## config.mk

```make
export PLATFORM = sky130hd
export DESIGN_NAME = pcs_top
export DESIGN_NICKNAME = d
export VERILOG_FILES = /design/src/design/pcs_pkg.sv /design/src/design/pcs_top.sv
export VERILOG_INCLUDE_DIRS = /design/src /design/src/design
export SDC_FILE = /design/constraint.sdc
export NUM_CORES = 1
export LEC_CHECK = 0
export ABC_AREA = 0
export BUFFER_PORTS_ARGS = -buffer_cell sky130_fd_sc_hd__clkbuf_2
export CORE_ASPECT_RATIO = 1.5
export CORE_MARGIN = 8
export CORE_UTILIZATION = 33
export DETAILED_ROUTE_END_ITERATION = 10
export PLACE_DENSITY = 0.84
export SKIP_CTS_REPAIR_TIMING = 1
export SLEW_MARGIN = 20
export SYNTH_ARGS = -nofsm -noshare
export SYNTH_HDL_FRONTEND = slang
export SYNTH_SLANG_ARGS = --single-unit
```

## constraint.sdc

```tcl
create_clock -name pclk -period 1.32 [get_ports pclk]
set_input_delay 0.33 -clock pclk [delete_from_list [all_inputs] [get_ports pclk]]
set_output_delay 0.33 -clock pclk [all_outputs]
set_load 0.005 [all_outputs]
```

## src/design/pcs_defs.svh

```systemverilog
// Constants of the peripheral clock select block: offsets, field positions, reset values.
// Assumes inclusion by bare name from the package and the top module.
`ifndef PCS_DEFS_SVH
`define PCS_DEFS_SVH

// ==========================================================
// Register offsets (byte addresses on APB)
`define PCS_CTRL_OFS 8'h00
`define PCS_STAT_OFS 8'h04

// ==========================================================
// Field positions of wait_and_clock_control
`define PCS_FIX_MSB 7
`define PCS_FIX_LSB 6
`define PCS_HALVE_BIT 5
`define PCS_RSV4_BIT 4
`define PCS_WMODE_MSB 3
`define PCS_WMODE_LSB 2
`define PCS_WCNT_MSB 1
`define PCS_WCNT_LSB 0

// ==========================================================
// Reset values
`define PCS_CTRL_RST 8'hc8
`define PCS_FIX_ONES 2'h3
`define PCS_WMODE_RST 2'h2
`define PCS_WCNT_RST 2'h0

`endif

```

## src/design/pcs_pkg.sv

```systemverilog
// Types of the peripheral clock select block.
// Assumes pcs_defs.svh is on the include path.
package pcs_pkg;
  `include "pcs_defs.svh"

  // ==========================================================
  // Wait settings handed to the wait-state controller
  typedef struct packed {
    logic [1:0] mode;
    logic [1:0] count;
  } pcs_wait_t;

  // APB read answer
  typedef struct packed {
    logic [31:0] data;
    logic err;
  } pcs_rd_t;
endpackage

```

## src/design/pcs_top.sv

```systemverilog
// Peripheral clock select: control register on APB, undivided or halved peripheral clock enable,
// wait settings forwarded to the wait-state controller.
// Assumes pclk is the system clock taken straight from the oscillator input, and that hw_standby
// comes from a pin outside this clock domain.
`timescale 1ns/1ps
`include "pcs_defs.svh"

// What this block does
// - The system clock runs at the oscillator input frequency, neither multiplied nor divided.
// - The peripheral clock is the system clock when the halve bit is 0 and half of it when 1.
// - The control register loads 0xc8 on reset and on entry to hardware standby.
// - Software standby leaves every control register bit unchanged.
// - Bits 7 and 6 read as 1 and ignore writes.
// - Bit 4 is a plain read/write bit that resets to 0.
// - Bits 3:2 hold wait mode (reset 10), bits 1:0 wait count (reset 00), both sent to the wait controller.
module pcs_top (
  // System clock and reset
  input wire logic pclk,
  input wire logic presetn,
  // APB slave
  input wire logic psel,
  input wire logic penable,
  input wire logic pwrite,
  input wire logic [7:0] paddr,
  input wire logic [31:0] pwdata,
  input wire logic [3:0] pstrb,
  output logic pready,
  output logic [31:0] prdata,
  output logic pslverr,
  // Power modes
  input wire logic hw_standby,
  input wire logic sw_standby,
  // Clock and wait outputs
  output logic periph_clk_en,
  output pcs_pkg::pcs_wait_t wait_ctl
);
  import pcs_pkg::*;

  // ==========================================================
  // Standby pin synchroniser
  logic hwsb_s1_reg, hwsb_s2_reg;

  // Two stages; only the second is read by logic
  // Both reset to 0 so no false standby wipes the register just after reset
  always_ff @(posedge pclk or negedge presetn) begin
    if (!presetn) begin
      hwsb_s1_reg <= 1'b0;
      hwsb_s2_reg <= 1'b0;
    end else begin
      hwsb_s1_reg <= hw_standby;
      hwsb_s2_reg <= hwsb_s1_reg;
    end
  end

  // ==========================================================
  // APB slave and control register
  logic halve_reg, halve_next;
  logic rsv4_reg, rsv4_next;
  logic [1:0] wmode_reg, wmode_next;
  logic [1:0] wcnt_reg, wcnt_next;
  logic pready_reg, pready_next;
  pcs_rd_t rd_reg, rd_next;
  pcs_wait_t wait_reg, wait_next;
  logic [7:0] ctrl_view;
  logic [1:0] stat_view;
  logic wr_hit;
  logic act_reg, act_next;
  logic phase_reg, phase_next;
  logic en_reg, en_next;

  // Reset image of the register; single bits are picked from it so every load keeps its own width
  localparam logic [7:0] CTRL_RST = `PCS_CTRL_RST;

  // Fixed ones in the top bits; writes never reach them
  assign ctrl_view = {`PCS_FIX_ONES, halve_reg, rsv4_reg, wmode_reg, wcnt_reg};
  assign stat_view = {act_reg, phase_reg};
  // A write lands only at the completing access edge
  assign wr_hit = psel && penable && pready_reg && pwrite && pstrb[0] && (paddr == `PCS_CTRL_OFS);

  // One wait state per access keeps every bus output on a flop
  always_comb begin
    pready_next = psel && penable && !pready_reg;
    rd_next = '{data: 32'h0, err: 1'b0};
    if (psel && penable && !pready_reg) begin
      case (paddr)
        `PCS_CTRL_OFS: rd_next.data = {24'h0, ctrl_view};
        `PCS_STAT_OFS: rd_next.data = {30'h0, stat_view};
        default: rd_next.err = 1'b1;
      endcase
      if (pwrite) begin
        rd_next.data = 32'h0;
      end
    end
    halve_next = halve_reg;
    rsv4_next = rsv4_reg;
    wmode_next = wmode_reg;
    wcnt_next = wcnt_reg;
    // Software standby is not looked at: contents simply hold
    // Synchronised hardware standby wins over a write in the same cycle, as a reset would
    if (hwsb_s2_reg) begin
      halve_next = CTRL_RST[`PCS_HALVE_BIT];
      rsv4_next = CTRL_RST[`PCS_RSV4_BIT];
      wmode_next = `PCS_WMODE_RST;
      wcnt_next = `PCS_WCNT_RST;
    end else if (wr_hit) begin
      halve_next = pwdata[`PCS_HALVE_BIT];
      rsv4_next = pwdata[`PCS_RSV4_BIT];
      wmode_next = pwdata[`PCS_WMODE_MSB:`PCS_WMODE_LSB];
      wcnt_next = pwdata[`PCS_WCNT_MSB:`PCS_WCNT_LSB];
    end
    wait_next = '{mode: wmode_next, count: wcnt_next};
  end

  // Register stage of the bus and control group
  always_ff @(posedge pclk or negedge presetn) begin
    if (!presetn) begin
      pready_reg <= 1'b0;
      rd_reg <= '{data: 32'h0, err: 1'b0};
      halve_reg <= 1'b0;
      rsv4_reg <= 1'b0;
      wmode_reg <= `PCS_WMODE_RST;
      wcnt_reg <= `PCS_WCNT_RST;
      wait_reg <= '{mode: `PCS_WMODE_RST, count: `PCS_WCNT_RST};
    end else begin
      pready_reg <= pready_next;
      rd_reg <= rd_next;
      halve_reg <= halve_next;
      rsv4_reg <= rsv4_next;
      wmode_reg <= wmode_next;
      wcnt_reg <= wcnt_next;
      wait_reg <= wait_next;
    end
  end

  // ==========================================================
  // Peripheral clock enable
  // The applied selection moves only when phase is 0, i.e. after a full halved period,
  // so a peripheral never sees a cut-short cycle; costs up to one cycle of latency.
  // Peripherals get an enable, not a gated clock, so each of their flops must be qualified by it.
  always_comb begin
    act_next = act_reg;
    if (!phase_reg) begin
      act_next = halve_reg;
    end
    phase_next = act_next ? !phase_reg : 1'b0;
    en_next = act_next ? phase_next : 1'b1;
  end

  // Register stage of the divider
  always_ff @(posedge pclk or negedge presetn) begin
    if (!presetn) begin
      act_reg <= 1'b0;
      phase_reg <= 1'b0;
      en_reg <= 1'b1;
    end else begin
      act_reg <= act_next;
      phase_reg <= phase_next;
      en_reg <= en_next;
    end
  end

  // Outputs straight from flops
  assign pready = pready_reg;
  assign prdata = rd_reg.data;
  assign pslverr = rd_reg.err;
  assign periph_clk_en = en_reg;
  assign wait_ctl = wait_reg;
endmodule

```

==> results_dict.tcl <==
set metrics [dict create \
    status "finished, violations left" \
    violations "setup timing" \
    r2r_end "prdata[0]$_DFF_PN0_" \
    required_ns 1.51 \
    setup_ws_ns -0.134 \
    via_per_inst 3.96 \
    cap_violations 0 \
    r2r_start "pready$_DFF_PN0_" \
    layout-drive-gt1-share_pct 43.3 \
    p_leak_nw 0.652 \
    cp_slowest_cell "or4bb_1" \
    grt_pass1_wl_mm 3.09 \
    min_period_ns 1.45 \
    layout_commonest_cell "clkbuf_2" \
    vias 658 \
    clk_pin_slew_ns 0.07 \
    cts-htree-levels 1 \
    cts_tree "yes" \
    dpl-instance-area_um2 1140 \
    synth.avg_cell_area_um2 11.5 \
    p_per_area_nw_per_um2 1060 \
    avgRoutedWirePerCell_um 12.0 \
    diodes 0 \
    cp-start-kind "register" \
    clockBufferDepth 2 \
    synth.cell_area_um2 990 \
    io_pins 90 \
    fill_cells 296 \
    instances_no_fill 166 \
    gp_congestion 0.684 \
    setup_viol 12 \
    port_buffers 35 \
    holdWs_ns 0.0203 \
    clockRootBuffer "clkbuf_8" \
    slew_violations 0 \
    hold_viol_final 0 \
    final_nets 179 \
    worstPathMaxFanout 2 \
    period_share_pct 110 \
    worst_clock_skew_ns 0.00278 \
    placementRows 24 \
    ys_types 18 \
    antenna_found_initial 0 \
    ys_seq_area_share_pct 50.8 \
    totalWireLength_mm 1.99 \
    area_growth_syn_to_layout_pct 25.5 \
    hpwl_mm 1.67 \
    arrival_ns 1.64 \
    rsz0062_at_grt "true" \
    place_inst 161 \
    core_um2 2880 \
    r2r_slack_ns -0.13 \
    r2r_cells 3 \
    cts_buffers 3 \
    ys_warn_count 0 \
    peakVddDrop_mv 0.477 \
    crit_path_max_incr_delay_ns 0.56 \
    grt_pass1_vias 712 \
    worstSetupPathType "register to register" \
    fp.dieH_um 83.1 \
    ff_latch_area_um2 503 \
    crit_buf_inv 0 \
    crit_chain "or4bb_1 > or3_4 > nor2_2" \
    crit_family "simple AND/OR/NAND/NOR gates" \
    fmax_ghz 0.688 \
    clk_latency_ns 0.25 \
    layout_common_cells "clkbuf_2, conb_1, dfrtp_1" \
    grt_max_degree 21 \
    die_width_um 60.7 \
    drt_iter0_markers 11 \
    end_kind "register" \
    clock_sinks 20 \
    multi_input_area_um2 403 \
    finalPower_mw 1.31 \
    syn_inst 86 \
    ant_nets 0 \
    min-delay-path-class "input port to asynchronous set/reset pin" \
    drc_errors 0 \
    final_area_um2 1240 \
    finish.utilization_pct 43.1 \
    synth_seq_cells 20 \
    initial_core_util_pct 34.3 \
    die_area_um2 5040 \
    dr.pass1.iters 2 \
    grt_overflow 0 \
    grtUsageTotal_pct 7.81 \
    largest_reg_flops 7 \
]
==> cell type report <==
type	count	share of cell area [%]
repair buffers	40	17.4
flip-flops and latches	20	40.5
multi-input cells	63	32.4
clock buffers	3	3.32
well taps	39	3.93
clock inverters	1	2.42
==> how the worst max path moves through the flow <==
stage | start | to | slack (ns) | cells after the start
2_1_floorplan | paddr[5] | wait_ctl[3]$_DFFE_PN1P_ | -0.23 | 3
3_3_place_gp | paddr[5] | wait_ctl[3]$_DFFE_PN1P_ | -0.29 | 5
3_5_place_dp | paddr[5] | wait_ctl[1]$_DFFE_PN0P_ | -0.29 | 5
4_1_cts | pready$_DFF_PN0_ | prdata[0]$_DFF_PN0_ | -0.17 | 3
5_1_grt | pready$_DFF_PN0_ | prdata[5]$_DFF_PN0_ | -0.16 | 4
6_report | pready$_DFF_PN0_ | prdata[0]$_DFF_PN0_ | -0.13 | 3
==> power by group <==
group	total, mW	leakage, nW	internal (mW)	switching (mW)
Sequential	0.624	0.266	0.619	0.00510
Clock	0.593	0.0357	0.404	0.189
Combinational	0.0962	0.350	0.0421	0.0541
Total	1.31	0.652	1.07	0.248
==> synth_stat cells <==
| library cell | n | area share, % |
|---|---|---|
| nor4_4 | 1 | 2.1 |
| o21a_1 | 1 | 0.76 |
| nand2b_1 | 11 | 7.0 |
| nor2b_1 | 1 | 0.63 |
| or4bb_1 | 1 | 1.1 |
| nand4b_1 | 1 | 0.89 |
| dfrtp_1 | 18 | 46 |
| conb_1 | 1 | 0.38 |
| clkbuf_1 | 1 | 0.38 |
| nand2_1 | 2 | 0.76 |
| nor4_2 | 1 | 1.3 |
| or3_1 | 2 | 1.3 |
| dfstp_2 | 2 | 5.3 |
| or4_4 | 1 | 1.1 |
| mux2i_1 | 8 | 8.1 |
| and2_1 | 4 | 2.5 |
| nor2_1 | 5 | 1.9 |
| buf_4 | 25 | 19 |
==> layer usage <==
layer | wire, um | vias to the layer above | track usage (%)
li1 | - | 313 | -
met1 | 730 | 303 | 8.22
met2 | 985 | 40 | 13.0
met3 | 262 | 2 | 3.09
met4 | 12 | 0 | 3.20
met5 | 0 | - | 0
==> cell families (layout without fill, tap and decap cells) <==
kind of cell / after synthesis / after routing / synth area share, %
other: 1 / 24 / 0.379
multiplexers: 8 / 8 / 8.09
flip-flops: 20 / 20 / 50.8
buffers and inverters: 26 / 44 / 19.3
AO/OA/AOI/OAI: 1 / 1 / 0.759
AND/OR/NAND/NOR: 30 / 30 / 20.6
==> stage by stage <==
stage / setup slack, ns / setup TNS, ns
after floorplan: -0.234 / -1.95
after global placement: -0.286 / -3.23
after detailed placement: -0.292 / -3.26
after CTS: -0.172 / -0.860
after global routing: -0.164 / -1.78
final: -0.134 / -1.26
(Power assumes the default switching activity.)
